`config.mk`:
```
export PLATFORM = sky130hd
export DESIGN_NAME = rhp_port_ctrl
export DESIGN_NICKNAME = d
export VERILOG_FILES = /design/src/hdl/rhp_pkg.sv /design/src/hdl/rhp_port_ctrl.sv
export SDC_FILE = /design/constraint.sdc
export NUM_CORES = 1
export LEC_CHECK = 0
export BUFFER_PORTS_ARGS = -buffer_cell sky130_fd_sc_hd__buf_2
export CORE_ASPECT_RATIO = 1.4
export CORE_MARGIN = 2
export CORE_UTILIZATION = 30
export CTS_BUF_LIST = sky130_fd_sc_hd__clkbuf_8
export DETAILED_ROUTE_END_ITERATION = 12
export PLACE_DENSITY_LB_ADDON = 0.05
export SKIP_LAST_GASP = 1
export SLEW_MARGIN = 20
export SYNTH_ARGS = -nofsm -noshare
export SYNTH_HDL_FRONTEND = slang
export SYNTH_SLANG_ARGS = --single-unit
export TNS_END_PERCENT = 1
```
`constraint.sdc`:
```
create_clock -name mclk_i -period 3.4 [get_ports mclk_i]
set_clock_uncertainty 0.05 [all_clocks]
set_input_delay 0.51 -clock mclk_i [delete_from_list [all_inputs] [get_ports mclk_i]]
set_output_delay 0.51 -clock mclk_i [all_outputs]
set_load 0.02 [all_outputs]
```
`src/hdl/rhp_pkg.sv`:
```
// Constants, types and register map of the root hub port status and control block
package rhp_pkg;

  // ----------------------------------------------------------------
  // Register byte offsets
  // ----------------------------------------------------------------
  localparam logic [11:0] RHP_PORT_OFF     = 12'h000;
  localparam logic [11:0] RHP_DESC_B_OFF   = 12'h004;
  localparam logic [11:0] RHP_INT_STAT_OFF = 12'h008;
  localparam logic [11:0] RHP_INT_CLR_OFF  = 12'h00c;
  localparam logic [11:0] RHP_INT_EN_OFF   = 12'h010;

  // ----------------------------------------------------------------
  // Port and descriptor B register field positions
  // ----------------------------------------------------------------
  localparam int unsigned RHP_CONN_BIT  = 0;
  localparam int unsigned RHP_EN_BIT    = 1;
  localparam int unsigned RHP_SUSP_BIT  = 2;
  localparam int unsigned RHP_OVC_BIT   = 3;
  localparam int unsigned RHP_RST_BIT   = 4;
  localparam int unsigned RHP_CSC_BIT   = 16;
  localparam int unsigned RHP_NONREM_BIT = 1;

  // Interrupt status layout
  localparam int unsigned RHP_INT_CONN  = 0;
  localparam int unsigned RHP_INT_RSTD  = 1;
  localparam int unsigned RHP_INT_RESD  = 2;
  localparam int unsigned RHP_INT_W     = 3;

  // ----------------------------------------------------------------
  // Reset values and the fixed overcurrent read value
  // ----------------------------------------------------------------
  localparam logic                 RHP_NONREM_RST = 1'b0;
  localparam logic [RHP_INT_W-1:0] RHP_INT_RST    = 3'h0;
  localparam logic                 RHP_OVC_VALUE  = 1'b0;

  // ----------------------------------------------------------------
  // Timing
  // ----------------------------------------------------------------
  localparam int unsigned RHP_CLK_KHZ        = 100000;
  localparam int unsigned RHP_RESET_TIME_MS  = 10;
  localparam int unsigned RHP_RESUME_TIME_MS = 20;
  localparam int unsigned RHP_RESET_CYCLES   = RHP_RESET_TIME_MS * RHP_CLK_KHZ;
  localparam int unsigned RHP_RESUME_CYCLES  = RHP_RESUME_TIME_MS * RHP_CLK_KHZ;
  localparam int unsigned RHP_TIMER_W        = 24;

  // ----------------------------------------------------------------
  // Types
  // ----------------------------------------------------------------
  typedef enum logic [1:0] {
    RHP_IDLE    = 2'b00,
    RHP_RESET   = 2'b01,
    RHP_SUSPEND = 2'b11,
    RHP_RESUME  = 2'b10
  } rhp_state_t;

  typedef struct packed {
    logic reset_drive;
    logic resume_drive;
    logic suspended;
  } rhp_drive_t;

endpackage

```
`src/hdl/rhp_port_ctrl.sv`:
```
// Root hub downstream port status and control logic with APB register access
//
// Overview of operation
// - Writing one to bit 4 sets reset status and starts USB reset; zero does nothing.
// - Reset status reads one while reset signalling is driven, otherwise zero.
// - Writing one to bit 3 while suspended starts resume signalling.
// - Bit 3 write of one when not suspended, or of zero, is ignored.
// - No overcurrent input exists, so the overcurrent indicator always reads zero.
// - Writing one to bit 2 while connected and idle sets suspend status and suspends the port; it is ignored during reset and resume.
// - Writing one to bit 2 with nothing connected sets connect status change instead.
// - Suspend status clears itself when resume finishes or when reset signalling starts.
// - Suspend status reads one while suspended and during resume, otherwise zero.
// - Writing one to bit 1 while connected sets enable; with nothing connected it sets connect status change.
// - Completion of port reset signalling sets enable status when a device is connected.
// - Completion of resume sets enable status when a device is connected, whether or not the port was disabled.
// - Connect status in bit 0 reads one when a device is attached.
// - Nonremovable flag set makes connect status report attachment; root hub reset clears the flag.
// - Writing one to bit 0 clears port enable; zero is ignored.
module rhp_port_ctrl
  import rhp_pkg::*;
#(
  parameter int unsigned RESET_CYCLES  = RHP_RESET_CYCLES,
  parameter int unsigned RESUME_CYCLES = RHP_RESUME_CYCLES
) (
  input  wire logic        mclk_i,         // System clock, 100 MHz
  input  wire logic        rst_i,          // Synchronous reset, active high
  input  wire logic        psel_i,         // APB select
  input  wire logic        penable_i,      // APB access phase
  input  wire logic        pwrite_i,       // APB direction, high for write
  input  wire logic [11:0] paddr_i,        // APB byte address
  input  wire logic [31:0] pwdata_i,       // APB write data
  input  wire logic        dev_attached_i, // Attach detect from the port pins
  output logic      [31:0] prdata_o,       // APB read data
  output logic             pready_o,       // APB ready
  output logic             pslverr_o,      // APB error on unmapped address
  output logic             irq_o,          // Level interrupt
  output rhp_drive_t       port_drive_o    // Line signalling requests to the PHY
);

  // ----------------------------------------------------------------
  // Constants and helpers
  // ----------------------------------------------------------------
  localparam logic [RHP_TIMER_W-1:0] RESET_LOAD  = RHP_TIMER_W'(RESET_CYCLES - 1);
  localparam logic [RHP_TIMER_W-1:0] RESUME_LOAD = RHP_TIMER_W'(RESUME_CYCLES - 1);

  function automatic logic addr_hit(input logic [11:0] addr, input logic [11:0] off);
    addr_hit = (addr[11:2] == off[11:2]);
  endfunction

  function automatic logic mapped(input logic [11:0] addr);
    mapped = addr_hit(addr, RHP_PORT_OFF) | addr_hit(addr, RHP_DESC_B_OFF) |
             addr_hit(addr, RHP_INT_STAT_OFF) | addr_hit(addr, RHP_INT_CLR_OFF) |
             addr_hit(addr, RHP_INT_EN_OFF);
  endfunction

  // ----------------------------------------------------------------
  // Declarations
  // ----------------------------------------------------------------
  rhp_state_t             state_reg;
  rhp_state_t             state_next;
  logic [RHP_TIMER_W-1:0] timer_reg;
  logic                   conn_meta_reg;
  logic                   conn_sync_reg;
  logic                   conn_prev_reg;
  logic                   boot_reg;
  logic                   enable_reg;
  logic                   csc_reg;
  logic                   nonrem_reg;
  logic [RHP_INT_W-1:0]   int_stat_reg;
  logic [RHP_INT_W-1:0]   int_en_reg;
  logic [31:0]            prdata_reg;
  logic                   pready_reg;
  logic                   pslverr_reg;
  logic                   irq_reg;
  rhp_drive_t             drive_reg;

  logic                   conn_now;
  logic                   conn_change;
  logic                   access;
  logic                   wr_fire;
  logic                   wr_port;
  logic                   cmd_clr_en;
  logic                   cmd_set_en;
  logic                   cmd_set_susp;
  logic                   cmd_resume;
  logic                   cmd_set_rst;
  logic                   cmd_clr_csc;
  logic                   timer_done;
  logic                   reset_done;
  logic                   resume_done;
  logic                   bad_cmd;
  logic [RHP_INT_W-1:0]   int_events;
  logic [RHP_INT_W-1:0]   int_clr;
  logic [31:0]            rd_word;

  // ----------------------------------------------------------------
  // Attach detect synchroniser
  // ----------------------------------------------------------------
  always_ff @(posedge mclk_i) begin
    if (rst_i) begin
      conn_meta_reg <= 1'b0;
      conn_sync_reg <= 1'b0;
    end else begin
      conn_meta_reg <= dev_attached_i;
      conn_sync_reg <= conn_meta_reg;
    end
  end

  // A nonremovable device is reported as attached from the cycle after its flag is written
  assign conn_now = conn_sync_reg | nonrem_reg;

  always_ff @(posedge mclk_i) begin
    if (rst_i) begin
      conn_prev_reg <= 1'b0;
      boot_reg      <= 1'b1;
    end else begin
      conn_prev_reg <= conn_now;
      boot_reg      <= 1'b0;
    end
  end

  // Boot cycle is masked so a strapped device shows one change, not two
  assign conn_change = ~boot_reg & (conn_now ^ conn_prev_reg);

  // ----------------------------------------------------------------
  // APB slave
  // ----------------------------------------------------------------
  // One wait state: ready rises after the first access cycle, transfer ends the next
  assign access  = psel_i & penable_i;
  assign wr_fire = access & pready_reg & pwrite_i;
  assign wr_port = wr_fire & addr_hit(paddr_i, RHP_PORT_OFF) & ~pslverr_reg;

  assign cmd_clr_en   = wr_port & pwdata_i[RHP_CONN_BIT];
  assign cmd_set_en   = wr_port & pwdata_i[RHP_EN_BIT];
  assign cmd_set_susp = wr_port & pwdata_i[RHP_SUSP_BIT];
  assign cmd_resume   = wr_port & pwdata_i[RHP_OVC_BIT];
  assign cmd_set_rst  = wr_port & pwdata_i[RHP_RST_BIT];
  assign cmd_clr_csc  = wr_port & pwdata_i[RHP_CSC_BIT];

  assign int_clr = (wr_fire & addr_hit(paddr_i, RHP_INT_CLR_OFF)) ? pwdata_i[RHP_INT_W-1:0] : '0;

  always_comb begin
    rd_word = 32'h0000_0000;
    if (addr_hit(paddr_i, RHP_PORT_OFF)) begin
      rd_word[RHP_CONN_BIT] = conn_now;
      rd_word[RHP_EN_BIT]   = enable_reg;
      rd_word[RHP_SUSP_BIT] = (state_reg == RHP_SUSPEND) | (state_reg == RHP_RESUME);
      rd_word[RHP_OVC_BIT]  = RHP_OVC_VALUE;
      rd_word[RHP_RST_BIT]  = (state_reg == RHP_RESET);
      rd_word[RHP_CSC_BIT]  = csc_reg;
    end else if (addr_hit(paddr_i, RHP_DESC_B_OFF)) begin
      rd_word[RHP_NONREM_BIT] = nonrem_reg;
    end else if (addr_hit(paddr_i, RHP_INT_STAT_OFF)) begin
      rd_word[RHP_INT_W-1:0] = int_stat_reg;
    end else if (addr_hit(paddr_i, RHP_INT_EN_OFF)) begin
      rd_word[RHP_INT_W-1:0] = int_en_reg;
    end
  end

  always_ff @(posedge mclk_i) begin
    if (rst_i) begin
      pready_reg  <= 1'b0;
      pslverr_reg <= 1'b0;
      prdata_reg  <= 32'h0000_0000;
    end else if (access & ~pready_reg) begin
      pready_reg  <= 1'b1;
      pslverr_reg <= ~mapped(paddr_i);
      prdata_reg  <= pwrite_i ? 32'h0000_0000 : rd_word;
    end else begin
      pready_reg  <= 1'b0;
      pslverr_reg <= 1'b0;
      prdata_reg  <= 32'h0000_0000;
    end
  end

  // ----------------------------------------------------------------
  // Descriptor and interrupt enable registers
  // ----------------------------------------------------------------
  always_ff @(posedge mclk_i) begin
    if (rst_i) begin
      nonrem_reg <= RHP_NONREM_RST;
    end else if (wr_fire & addr_hit(paddr_i, RHP_DESC_B_OFF)) begin
      nonrem_reg <= pwdata_i[RHP_NONREM_BIT];
    end
  end

  always_ff @(posedge mclk_i) begin
    if (rst_i) begin
      int_en_reg <= RHP_INT_RST;
    end else if (wr_fire & addr_hit(paddr_i, RHP_INT_EN_OFF)) begin
      int_en_reg <= pwdata_i[RHP_INT_W-1:0];
    end
  end

  // ----------------------------------------------------------------
  // Port state machine
  // ----------------------------------------------------------------
  assign timer_done  = (timer_reg == '0);
  assign reset_done  = (state_reg == RHP_RESET) & timer_done & conn_now;
  assign resume_done = (state_reg == RHP_RESUME) & timer_done & conn_now;

  always_comb begin
    state_next = state_reg;
    case (state_reg)
      RHP_IDLE: begin
        if (cmd_set_rst) begin
          state_next = RHP_RESET;
        end else if (cmd_set_susp & conn_now) begin
          state_next = RHP_SUSPEND;
        end
      end
      RHP_RESET: begin
        if (timer_done) begin
          state_next = RHP_IDLE;
        end
      end
      RHP_SUSPEND: begin
        if (cmd_set_rst) begin
          state_next = RHP_RESET;
        end else if (cmd_resume) begin
          state_next = RHP_RESUME;
        end
      end
      RHP_RESUME: begin
        if (cmd_set_rst) begin
          state_next = RHP_RESET;
        end else if (timer_done) begin
          state_next = RHP_IDLE;
        end
      end
      default: begin
        state_next = RHP_IDLE;
      end
    endcase
    // Detach drops suspend and resume; a reset request or a reset in progress still runs
    if (~conn_now & (state_next != RHP_RESET)) begin
      state_next = RHP_IDLE;
    end
    // Resume writes outside suspend fall through the case untouched
    if (state_reg != RHP_SUSPEND & cmd_resume & state_next == RHP_RESUME) begin
      state_next = state_reg;
    end
  end

  always_ff @(posedge mclk_i) begin
    if (rst_i) begin
      state_reg <= RHP_IDLE;
    end else begin
      state_reg <= state_next;
    end
  end

  always_ff @(posedge mclk_i) begin
    if (rst_i) begin
      timer_reg <= '0;
    end else if (state_next == RHP_RESET & state_reg != RHP_RESET) begin
      timer_reg <= RESET_LOAD;
    end else if (state_next == RHP_RESUME & state_reg != RHP_RESUME) begin
      timer_reg <= RESUME_LOAD;
    end else if (~timer_done) begin
      timer_reg <= timer_reg - 1'b1;
    end
  end

  // ----------------------------------------------------------------
  // Enable status
  // ----------------------------------------------------------------
  // Hardware completions win over a clear-enable write in the same cycle
  always_ff @(posedge mclk_i) begin
    if (rst_i) begin
      enable_reg <= 1'b0;
    end else if (reset_done | resume_done) begin
      enable_reg <= 1'b1;
    end else if (cmd_set_en & conn_now) begin
      enable_reg <= 1'b1;
    end else if (cmd_clr_en | ~conn_now) begin
      enable_reg <= 1'b0;
    end
  end

  // ----------------------------------------------------------------
  // Connect status change flag
  // ----------------------------------------------------------------
  // Set on attach or detach, or when a reset, enable or suspend command meets an empty port
  assign bad_cmd = ~conn_now & (cmd_set_rst | cmd_set_en | cmd_set_susp);

  always_ff @(posedge mclk_i) begin
    if (rst_i) begin
      csc_reg <= 1'b0;
    end else if (conn_change | bad_cmd | (boot_reg & conn_now)) begin
      csc_reg <= 1'b1;
    end else if (cmd_clr_csc) begin
      csc_reg <= 1'b0;
    end
  end

  // ----------------------------------------------------------------
  // Interrupts
  // ----------------------------------------------------------------
  assign int_events[RHP_INT_CONN] = conn_change | bad_cmd | (boot_reg & conn_now);
  assign int_events[RHP_INT_RSTD] = reset_done;
  assign int_events[RHP_INT_RESD] = resume_done;

  // Set wins over clear so an event in the clearing cycle survives
  always_ff @(posedge mclk_i) begin
    if (rst_i) begin
      int_stat_reg <= RHP_INT_RST;
    end else begin
      int_stat_reg <= (int_stat_reg & ~int_clr) | int_events;
    end
  end

  always_ff @(posedge mclk_i) begin
    if (rst_i) begin
      irq_reg <= 1'b0;
    end else begin
      irq_reg <= |(int_stat_reg & int_en_reg);
    end
  end

  // ----------------------------------------------------------------
  // Line signalling requests
  // ----------------------------------------------------------------
  always_ff @(posedge mclk_i) begin
    if (rst_i) begin
      drive_reg <= '0;
    end else begin
      drive_reg.reset_drive  <= (state_next == RHP_RESET);
      drive_reg.resume_drive <= (state_next == RHP_RESUME);
      drive_reg.suspended    <= (state_next == RHP_SUSPEND);
    end
  end

  // ----------------------------------------------------------------
  // Outputs
  // ----------------------------------------------------------------
  assign prdata_o     = prdata_reg;
  assign pready_o     = pready_reg;
  assign pslverr_o    = pslverr_reg;
  assign irq_o        = irq_reg;
  assign port_drive_o = drive_reg;

endmodule

```
After elaboration in Yosys (flattened, before gate mapping)

Cells that the tools add are included.

Flip-flop bits (word level): 77
Output and inout port bits: 38
Logic and storage cells: 130
Bits of input ports: 50

Muxes and demuxes: 26
Reduce and logical (&&, ||, !) cells: 11
Add/subtract/negate cells: 1
Equal/unequal tests: 17
Bitwise logic cells: 53

Operators by type and width:

| cell                                                                  | count |
|---|---|
| 21-bit 2-to-1 mux                                                     | 2 |
| 1-bit bitwise AND                                                     | 29 |
| 24-bit zero test                                                      | 1 |
| 24-bit by 1-bit subtractor with 24-bit output (second input constant) | 1 |
| 10-bit by 2-bit == test with 1-bit output (second input constant)     | 2 |
| 20-bit 2-to-1 mux                                                     | 1 |
| 2-bit 2-to-1 mux                                                      | 8 |
| 3-bit 2-to-1 mux                                                      | 4 |
| 1-bit OR                                                              | 12 |
| 10-bit by 1-bit == test with 1-bit output (second input constant)     | 1 |
| 10-bit by 3-bit == test with 1-bit output (second input constant)     | 1 |
| 2-bit == test (second input constant)                                 | 5 |
| 10-bit zero test                                                      | 1 |
| 1-bit 2-to-1 mux                                                      | 10 |
| 3-bit OR reduction                                                    | 3 |
| 2-bit case mux with 4 select lines                                    | 1 |
| 1-bit NOT                                                             | 7 |
| 3-bit bitwise AND                                                     | 2 |
| 2-bit by 1-bit != test with 1-bit output (second input constant)      | 3 |
| 2-bit by 1-bit == test with 1-bit output (second input constant)      | 2 |
| 2-bit != test (second input constant)                                 | 2 |
| 2-bit OR reduction                                                    | 2 |
| 4-bit OR reduction                                                    | 1 |
| 3-bit by 1-bit != test with 1-bit output (second input constant)      | 1 |
| other kinds (6)                                                       | 6 |

Depth between registers and ports, before layout

Gate-level depths: netlist of run 1.

Word-level depth: 20
Gate-level depth with buffers: 9
Mapped depth without buffers: 8

Worst setup path before layout of run 1

Ideal clock, no wire load.

Path kind: input port to flip-flop
Start: input paddr_i[9]
End: register timer_reg[14]
Arrival: 2.388 ns
Data required time: 3.249 ns
Library setup time: 0.101 ns
Setup slack: 0.861 ns
Cell stages on the path: 7
Path buffers: 1
Cell sequence: or4_1 > nor4_4 > nand3_1 > a21bo_2 > and2_1 > buf_4 > o41ai_1

Longest elaborated chain between the ends: 18
Elaborated cells between the ends (all ways): 27
Classes of those cells: 5 x eq/ne; 10 x mux; 11 x bitwise; 1 x reduce/logical

Ends and longest elaborated chain:

| item                                     | line                 | text |
|---|---|---|
| start, declared                          | rhp_port_ctrl.sv:30  | `input wire logic [11:0] paddr_i,` |
| 10-bit zero test (*)                     | rhp_port_ctrl.sv:47  | `addr_hit = (addr[11:2] == off[11:2]);` |
| 1-bit bitwise AND (*) (2 in series)      | rhp_port_ctrl.sv:131 | `assign wr_port = wr_fire & addr_hit(paddr_i, RHP_PORT_OFF) & ~pslverr_reg;` |
| 1-bit bitwise AND                        | rhp_port_ctrl.sv:135 | `assign cmd_set_susp = wr_port & pwdata_i[RHP_SUSP_BIT];` |
| 1-bit bitwise AND                        | rhp_port_ctrl.sv:208 | `end else if (cmd_set_susp & conn_now) begin` |
| 2-bit 2-to-1 mux                         | rhp_port_ctrl.sv:208 |  |
| 2-bit 2-to-1 mux                         | rhp_port_ctrl.sv:206 | `if (cmd_set_rst) begin` |
| 2-bit case mux with 4 select lines       | rhp_port_ctrl.sv:204 | `case (state_reg)` |
| 2-bit by 1-bit != test with 1-bit output | rhp_port_ctrl.sv:236 | `if (~conn_now & (state_next != RHP_RESET)) begin` |
| 1-bit bitwise AND                        | rhp_port_ctrl.sv:236 |  |
| 2-bit 2-to-1 mux                         | rhp_port_ctrl.sv:236 |  |
| 2-bit == test                            | rhp_port_ctrl.sv:240 | `if (state_reg != RHP_SUSPEND & cmd_resume & state_next == RHP_RESUME) begin` |
| 1-bit bitwise AND                        | rhp_port_ctrl.sv:240 |  |
| 2-bit 2-to-1 mux (*)                     | rhp_port_ctrl.sv:240 |  |
| 2-bit == test                            | rhp_port_ctrl.sv:258 | `end else if (state_next == RHP_RESUME & state_reg != RHP_RESUME) begin` |
| 1-bit bitwise AND                        | rhp_port_ctrl.sv:258 |  |
| 21-bit 2-to-1 mux                        | rhp_port_ctrl.sv:258 |  |
| 20-bit 2-to-1 mux                        | rhp_port_ctrl.sv:256 | `end else if (state_next == RHP_RESET & state_reg != RHP_RESET) begin` |
| end signal, assigned                     | rhp_port_ctrl.sv:261 | `timer_reg <= timer_reg - 1'b1;` |
| end, declared                            | rhp_port_ctrl.sv:61  | `logic [RHP_TIMER_W-1:0] timer_reg;` |

Every way passes the cells marked *; elsewhere a longest branch is shown, timed or not.
A chain may end at the register's enable or synchronous reset.

Final worst setup path of run 1

Start: register timer_reg[15]
End: register timer_reg[14]

Longest elaborated chain between the ends: 14
Elaborated cells between the ends (all ways): 17
Classes of those cells: 5 x eq/ne; 7 x mux; 4 x bitwise; 1 x reduce/logical

Ends and longest elaborated chain:

| item                                     | line                                       | text |
|---|---|---|
| 24-bit zero test (*)                     | rhp_port_ctrl.sv:198                       | `assign timer_done = (timer_reg == '0);` |
| 2-bit 2-to-1 mux                         | rhp_port_ctrl.sv:213, rhp_port_ctrl.sv:227 |  |
| 2-bit 2-to-1 mux                         | rhp_port_ctrl.sv:225                       | `if (cmd_set_rst) begin` |
| 2-bit case mux with 4 select lines       | rhp_port_ctrl.sv:204                       |  |
| 2-bit by 1-bit != test with 1-bit output | rhp_port_ctrl.sv:236                       |  |
| 1-bit bitwise AND                        | rhp_port_ctrl.sv:236                       |  |
| 2-bit 2-to-1 mux                         | rhp_port_ctrl.sv:236                       |  |
| 2-bit == test                            | rhp_port_ctrl.sv:240                       |  |
| 1-bit bitwise AND                        | rhp_port_ctrl.sv:240                       |  |
| 2-bit 2-to-1 mux                         | rhp_port_ctrl.sv:240                       |  |
| 2-bit == test                            | rhp_port_ctrl.sv:258                       |  |
| 1-bit bitwise AND                        | rhp_port_ctrl.sv:258                       |  |
| 21-bit 2-to-1 mux                        | rhp_port_ctrl.sv:258                       |  |
| 20-bit 2-to-1 mux                        | rhp_port_ctrl.sv:256                       |  |

Marked as above.

==> out/qor.yml, run 1 <==
placement:
  dp_slack_ns: 0.481
  dpl.hpwl_mm: 4.82
  io_buffers: 32
  globalplace.congestion: 0.761
sta:
  fin_crit_ns: 2.59
  max_freq_ghz: 0.386
  final-hold-violation-count: 0
  finalCritPeriodShare_pct: 76.2
  worst_pin_slew_ns: 0.852
  drv_slew: 0
  fin_tns_setup_ns: 0
  grt_setup_unrepaired: "no"
  layout_setup_ws_ns: 0.809
  finalSetupViolations: 0
  slew_headroom_pct: 43.2
final_layout:
  drive_gt1_share_pct: 17.0
  syn_to_final_growth_pct: 11.2
  regArea_sq_um: 1000
  n_antenna_cell: 0
  largest_reg_flops: 24
  fin_util_pct: 34.2
  multi_input_area_sq_um: 1440
  nFillCells: 920
  nets: 387
  layout_commonest_cell: "dfxtp_1"
  final_cell_mix: "50 x dfxtp_1, 33 x nor2_1, 32 x buf_2"
synth:
  async_flop_share_pct: 0
  synth_seq_cells: 50
  syn_area_sq_um: 2630
  synthCells: 304
  ys_seq_area_share_pct: 38.0
  avgSynthCellArea_sq_um: 8.66
  ys.flop_type: "dfxtp_1"
  synth_edf_count: 0
  yosys_warnings: 0
  yosysUniqueCellTypes: 52
worst_setup_path:
  critPathLaunchType: "flop"
  crit_fanout: 11
  crit_arrival_ns: 2.71
  cp-end-kind: "flop"
  cp_top_family: "simple AND/OR/NAND/NOR gates"
  path_cells: "or4_1, and4bb_2, nand4_1, a21bo_2, and2_1, buf_4, o41ai_1"
  slowest_stage: "or4_1"
  slowest_delay_ns: 0.64
  worst-setup-path-type: "reg2reg"
  critPathBufInv: 1
  cp.required_ns: 3.52
clock_network:
  cts_root_buf: "clkbuf_8"
  tritoncts: "done"
  cts_resized: 0
  cts_buffers: 5
  cts_sinks: 50
  h-tree-depth: 2
  cts_hold_buf: 0
  postCtsSetupRepairBufs: 0
  clock_path_buffers: 2
  clk_latency_ns: 0.32
  path_clk_slew_ns: 0.10
floorplan:
  initial_core_util_pct: 30.7
  core.rowCount: 40
  core_area_sq_um: 8560
  die_x_um: 83.2
  ioPinCount: 88
  die_h_um: 115
  die_area_sq_um: 9550
route:
  avgViaCountPerCell: 4.92
  totalWireLength_mm: 6.51
  wl_per_cell_um: 14.8
  remaining_drc_errors: 0
  vias: 2171
  ant_nets: 0
  drt_iter0_drc: 118
  firstDrtPassIters: 4
global_routing:
  grt_pass1_vias: 2202
  grt_overflow: 0
  grt_max_degree: 44
  grt_pass1_wl_mm: 10.9
  grt.total_usage_pct: 14.3
  antenna_found_initial: 0
power_and_ir_drop:
  pwr_density_cell_nw_per_um2: 796
  finalPower_mw: 2.33
  peakVddDrop_mv: 0.356
  power.leakage_nw: 1.17
min_path:
  hold_path.class: "in2reg"
status:
  outcome: "completed"
flow_run:
  maxCapViolCount: 0
==> report_power, final <==
part / internal [mW] / switching [mW]
Sequential: 0.708 / 0.122
Clock: 0.295 / 0.222
Combinational: 0.425 / 0.558
==> layout make-up <==
| cell class | instances | area share, % |
|---|---|---|
| Tap cell | 105 | 4.49 |
| Sequential cell | 50 | 34.2 |
| Multi-Input combinational cell | 235 | 49.2 |
| Inverter | 7 | 0.898 |
| Timing Repair Buffer | 36 | 6.50 |
| Clock inverter | 3 | 2.35 |
| Clock buffer | 5 | 2.35 |
==> path summary, 6_finish.rpt <==
check / cells after the start / start / slack, ns / end
setup / recovery: 7 / timer_reg[15] / 0.81 / timer_reg[14]
hold / removal: 2 / dev_attached_i / 0.36 / conn_meta_reg
setup reg to reg: 7 / timer_reg[15] / 0.81 / timer_reg[14]
hold reg to reg: 1 / conn_meta_reg / 0.41 / conn_sync_reg
==> through the flow <==
step | instance area [sq um] | hold slack [ns] | cells
2_1_floorplan | 2730 | 0.364 | 330
3_3_place_gp | 2790 | 0.394 | 433
3_5_place_dp | 2790 | 0.397 | 433
4_1_cts | 2930 | 0.355 | 441
5_1_grt | 2930 | 0.379 | 441
6_report | 2930 | 0.356 | 441
==> Yosys cell counts, types with 4 or more instances <==
| master | number | area share (%) |
|---|---|---|
| mux2i_1 | 4 | 1.5 |
| nor2_1 | 33 | 4.7 |
| nand2_1 | 17 | 2.4 |
| o21ai_0 | 5 | 0.95 |
| buf_4 | 29 | 8.3 |
| xnor2_1 | 13 | 4.3 |
| inv_1 | 7 | 1.0 |
| o31ai_1 | 4 | 1.1 |
| a21oi_1 | 17 | 3.2 |
| and2_1 | 7 | 1.7 |
| nor3_1 | 11 | 2.1 |
| clkbuf_1 | 6 | 0.86 |
| xor2_1 | 8 | 2.7 |
| nor2b_1 | 5 | 1.2 |
| or4_1 | 6 | 1.7 |
| nor4_1 | 11 | 2.6 |
| dfxtp_1 | 50 | 38 |
| nand3_1 | 13 | 2.5 |
==> cells by family after synthesis <==
logic type	count (synthesis)	share of synthesized area, %
AOI/OAI and AO/OA	50	12.8
xor gates and xnor gates	21	6.99
adders and majority gates	2	0.951
buffers and inverters	45	10.9
DFF	50	38.0
muxes	4	1.52
other	1	0.143
and+or+nand+nor	131	28.6
==> metal layers <==
layer	GRT usage (%)	vias to the layer above	share of wire (%)
li1	-	1097	-
met1	14.3	1027	40
met2	28.9	37	55
met3	2.66	10	3.1
met4	5.25	0	2.1
met5	0	-	0
Note: power is estimated with default switching activity, not from simulation.
==> run 2: changes to the inputs <==
clock period = 2.1 ns   (was 3.4 ns; I/O delays follow)
==> run 2 against run 1 <==
  * The flow now finishes with violations (setup timing)
  * Via count grew 9.6%
  * Routed wire length up 7.1%
  * Combinational power is 150% higher
  * Maximum frequency up 11%
  * Utilization rose by 5.6 points
  * Setup slack got worse by 1.0 ns
  * Non-clock buffer count rose by 53
  * Sequential share of layout area decreased by 4.8 points
  * Register-to-register slack worse by 1.0 ns
  * Critical path depth shrank 1
  * Die area unchanged
  * Critical path type unchanged
  * Highest routed layer unchanged
==> out/qor.yml, run 2 (synthesized netlist as in run 1, its figures left out) <==
power_and_ir_drop:
  pwr_density_cell_nw_per_um2: 1330
  power_frac_comb_pct: 53.1
  swShare_pct: 36.1
  power.leakage_nw: 1.46
  switching_power_mw: 1.63
  peakVddDrop_mv: 0.864
  p_clk_share_pct: 18.9
  p_seq_share_pct: 28.0
  p_int_mw: 2.90
worst_setup_path:
  cp-end-kind: "flop"
  slowest_delay_ns: 0.54
  path_common_cell: "or4_4"
  slowest_stage: "or4_4"
  critPathLaunchType: "flop"
  crit_arrival_ns: 2.47
  cp.required_ns: 2.23
  cp_top_family: "simple AND/OR/NAND/NOR gates"
  critPathBufInv: 0
  worst-setup-path-type: "reg2reg"
  crit_fanout: 5
  path_cells: "or4_4, or4_4, or3_4, nor4_4, xnor2_1, nor4_2"
global_routing:
  grt_overflow: 0
  grt.total_usage_pct: 15.1
  grt_max_degree: 43
  grt_pass1_vias: 2363
  antenna_found_initial: 0
  grt_pass1_wl_mm: 11.3
final_layout:
  n_antenna_cell: 0
  largest_reg_flops: 24
  fin_util_pct: 39.8
  layout_commonest_cell: "buf_4"
  nets: 440
  syn_to_final_growth_pct: 29.6
  drive_gt1_share_pct: 31.1
  final_cell_mix: "56 x buf_4, 50 x dfxtp_1, 33 x nor2_1"
placement:
  globalplace.congestion: 0.763
  io_buffers: 32
  dpl.hpwl_mm: 5.45
floorplan:
  ioPinCount: 88
  initial_core_util_pct: 30.7
  core_area_sq_um: 8560
  die_area_sq_um: 9550
  core.rowCount: 40
  die_x_um: 83.2
  die_h_um: 115
route:
  totalWireLength_mm: 6.97
  remaining_drc_errors: 0
  wl_per_cell_um: 14.1
  vias: 2380
  drt_iter0_drc: 61
  ant_nets: 0
  wl_met3_um: 222
  wl_met1_mm: 2.73
  firstDrtPassIters: 4
  dr.max_layer_used: "met4"
  dr_wl_met2_mm: 3.85
  avgViaCountPerCell: 4.82
sta:
  finalSetupViolations: 33
  grt_setup_unrepaired: "yes"
  finalCritPeriodShare_pct: 111
  final-hold-violation-count: 0
  fin_tns_setup_ns: -5.20
  fin_crit_ns: 2.33
  drv_slew: 0
  layout_setup_ws_ns: -0.233
  max_freq_ghz: 0.429
clock_network:
  clk_latency_ns: 0.31
  cts_buffers: 5
  path_clk_slew_ns: 0.10
  h-tree-depth: 2
  clock_path_buffers: 2
  cts_root_buf: "clkbuf_8"
  cts_sinks: 50
  cts_hold_buf: 0
  tritoncts: "done"
flow_run:
  maxCapViolCount: 0
min_path:
  hold_path.class: "in2reg"
status:
  violations: "setup timing"
  outcome: "finished, violations left"
## run 2: cell count changes in the layout (fill, tap and decap cells not counted), sizes merged
cell    before  now
buf         36   89
clkinv       1    0
clkbuf       5    6
## run 2: power by group through the flow
stage | Clock (mW) | Sequential, mW | Combinational (mW)
final | 0.854 | 1.27 | 2.41
after global routing | 0.912 | 1.29 | 2.67
after CTS | 0.886 | 1.27 | 2.45
after detailed placement | 0 | 1.29 | 2.36
after global placement | 0 | 1.29 | 2.37
after floorplan | 0 | 1.32 | 1.37
## run 2: worst paths after layout
path	from	endpoint	slack [ns]	cells after the start
worst max-delay path	timer_reg[10]	timer_reg[21]	-0.23	6
worst min-delay path	dev_attached_i	conn_meta_reg	0.16	2
worst max register to register	timer_reg[10]	timer_reg[21]	-0.23	6
worst min register to register	conn_meta_reg	conn_sync_reg	0.40	1
## run 2: repair_timing
item	CTS	global route
resized for setup	5	0
buffers inserted	0	0
pin swaps	2	0
setup endpoints to repair	33	37
## run 2: worst reg2reg max path: cells and delay by family (launching register included)
family	cells	cell delay (ns)
flip-flops	1	0.32
XOR/XNOR	1	0.17
AND/OR/NAND/NOR	5	1.66
## run 2: area by class of cell
cell class              instances  area (sq um)
clock inverters                 2          60.1
flip-flops and latches         50          1000
repair buffers                 89           601
multi-input cells             235          1510
fillers                       916          5150
well taps                     105           131
clock buffers                   6          82.6
inverters                       7          26.3
## run 2: per-stage QoR
step	power [mW]	std cells	setup slack [ns]	hold slack (ns)	instance area, sq um
floorplan	2.69	330	-0.176	0.293	2770
global placement	3.66	486	-0.386	0.396	3240
detailed placement	3.65	486	-0.443	0.397	3240
CTS	4.61	494	-0.255	0.153	3410
global route	4.88	494	-0.336	0.165	3410
finish	4.53	494	-0.233	0.160	3410
## run 2: layer usage
layer,track usage [%],vias up
li1,-,1208
met1,15.5,1118
met2,29.6,41
met3,2.87,13
met4,6.34,0
met5,0,-
==> run 3: changes to the inputs <==
BUFFER_PORTS_ARGS = unset   (was -buffer_cell sky130_fd_sc_hd__buf_2)
DONT_BUFFER_PORTS = 1   (was unset)
==> run 3 against run 2 <==
  * The flow finishes with violations (hold timing, setup timing)
  * Sequential share of layout area increased by 1.3 points
  * Clock power shrank 28%
  * Utilization fell by 1.7 points
  * Die area did not move
  * Routed wire length grew 4.1%
  * Maximum frequency rose by 3.9%
  * Non-clock buffer count down 31
  * Via count down 4.5%
  * First-iteration DRC count up 15%
  * Global-route usage is 0.58 points higher
  * Hold slack got worse by 0.18 ns
  * Sequential power is essentially flat
  * Largest cell class unchanged
==> out/qor.yml, run 3 (synthesized netlist as in run 1, its figures left out) <==
worst_setup_path:
  crit_fanout: 3
  ff2ff_path_depth: 6
  rr_startpoint: "timer_reg[10]"
  worst-setup-path-type: "reg2reg"
  critPathLaunchType: "flop"
  worstSetupEndpoint: "timer_reg[18]"
  cp.required_ns: 2.23
  startpoint: "timer_reg[10]"
  rrSetupSlack_ns: -0.15
  crit_arrival_ns: 2.38
  cp-end-kind: "flop"
  r2r-end: "timer_reg[18]"
global_routing:
  grt_pass1_wl_mm: 11.7
  grt_overflow: 0
  grt_max_degree: 44
  grt_pass1_vias: 2339
  antenna_found_initial: 0
  grt.total_usage_pct: 15.7
final_layout:
  largest_reg_flops: 24
  final_cell_mix: "53 x buf_4, 50 x dfxtp_1, 33 x nor2_1"
  n_antenna_cell: 0
  drive_gt1_share_pct: 25.3
  stdcell_count: 465
  fin_util_pct: 38.1
  layout_commonest_cell: "buf_4"
  nFillCells: 914
  final_area_sq_um: 3260
  syn_to_final_growth_pct: 24.0
  nets: 411
sta:
  grt_setup_unrepaired: "yes"
  finalSetupViolations: 30
  slew_headroom_pct: 62.0
  whs_ns: -0.0236
  worst_pin_slew_ns: 0.570
  final-hold-violation-count: 2
  max_freq_ghz: 0.445
  fin_tns_setup_ns: -2.89
  fin_crit_ns: 2.25
  drv_slew: 0
  finalCritPeriodShare_pct: 107
  layout_setup_ws_ns: -0.146
power_and_ir_drop:
  switching_power_mw: 1.64
  swShare_pct: 38.3
  p_int_mw: 2.65
  peakVddDrop_mv: 0.759
  finalPower_mw: 4.29
  power.leakage_nw: 1.31
  power_frac_comb_pct: 55.9
  p_seq_share_pct: 29.8
  pwr_density_cell_nw_per_um2: 1310
  p_clk_share_pct: 14.3
status:
  violations: "hold timing, setup timing"
  outcome: "finished, violations left"
route:
  vias: 2274
  wl_per_cell_um: 15.6
  remaining_drc_errors: 0
  ant_nets: 0
  totalWireLength_mm: 7.26
  drt_iter0_drc: 70
  avgViaCountPerCell: 4.89
  firstDrtPassIters: 4
clock_network:
  clk_latency_ns: 0.32
  cts_hold_buf: 3
  tritoncts: "done"
  cts_sinks: 50
  cts_buffers: 5
  cts_root_buf: "clkbuf_8"
  h-tree-depth: 2
  clock_path_buffers: 2
  path_clk_slew_ns: 0.11
placement:
  io_buffers: 0
  dp.cells: 450
  dp_slack_ns: -0.394
  dpl.hpwl_mm: 5.24
  dpl_cell_area_sq_um: 3060
  globalplace.congestion: 0.797
floorplan:
  die_x_um: 83.2
  die_area_sq_um: 9550
  die_h_um: 115
  core_area_sq_um: 8560
  core.rowCount: 40
  ioPinCount: 88
  initial_core_util_pct: 30.7
min_path:
  hold_path.class: "in2reg"
flow_run:
  maxCapViolCount: 0
## run 3: cell types whose count changed in the layout (fill, tap and decap cells not counted), moves of 2 or more
cell and change:
buf_2 -32, buf_4 -3, dlygate4sd3_1 +3, bufinv_16 -2, clkinvlp_4 +2
## run 3: routing by layer
layer  routed length (um)  GRT usage, %
met1                 2820          16.1
met2                 4010          30.9
met3                  228          2.66
met4                  205          6.78
met5                    0             0
## run 3: what timing repair did
action,4_1_cts,5_1_grt
gates resized for setup,4,5
setup buffers,1,1
cloned,2,0
endpoints found under the setup margin,30,35
endpoints found under the hold margin,24,15
pin swaps,3,2
## run 3: area by class of cell
class | count | area (sq um) | share of cell area, %
inverters | 7 | 26.3 | 0.805
flip-flops and latches | 50 | 1000 | 30.7
well taps | 105 | 131 | 4.03
repair buffers | 58 | 468 | 14.3
clock inverters | 3 | 23.8 | 0.729
multi-input cells | 237 | 1540 | 47.3
clock buffers | 5 | 68.8 | 2.11
## run 3: worst max-delay path, cell delays in order, from the launching register on
cell	delay (ns)
dfxtp_1	0.32
or4_4	0.53
or4_4	0.45
or4_1	0.43
nor3_2	0.14
xnor2_1	0.13
a21oi_1	0.08
## run 3: how the worst min path moves through the flow
stage                     start       end  cells after the start
after floorplan           rst_i  boot_reg                      0
after global placement    rst_i  boot_reg                      0
after detailed placement  rst_i  boot_reg                      0
after CTS                 rst_i  boot_reg                      0
after global routing      rst_i  boot_reg                      0
final                     rst_i  boot_reg                      0
## run 3: power by group through the flow
| stage | logic [mW] | registers [mW] | clock network (mW) |
|---|---|---|---|
| after floorplan | 1.37 | 1.32 | 0 |
| after global placement | 2.26 | 1.29 | 0 |
| after detailed placement | 2.26 | 1.29 | 0 |
| after CTS | 2.36 | 1.28 | 0.636 |
| after global routing | 2.66 | 1.31 | 0.671 |
| final | 2.40 | 1.28 | 0.613 |
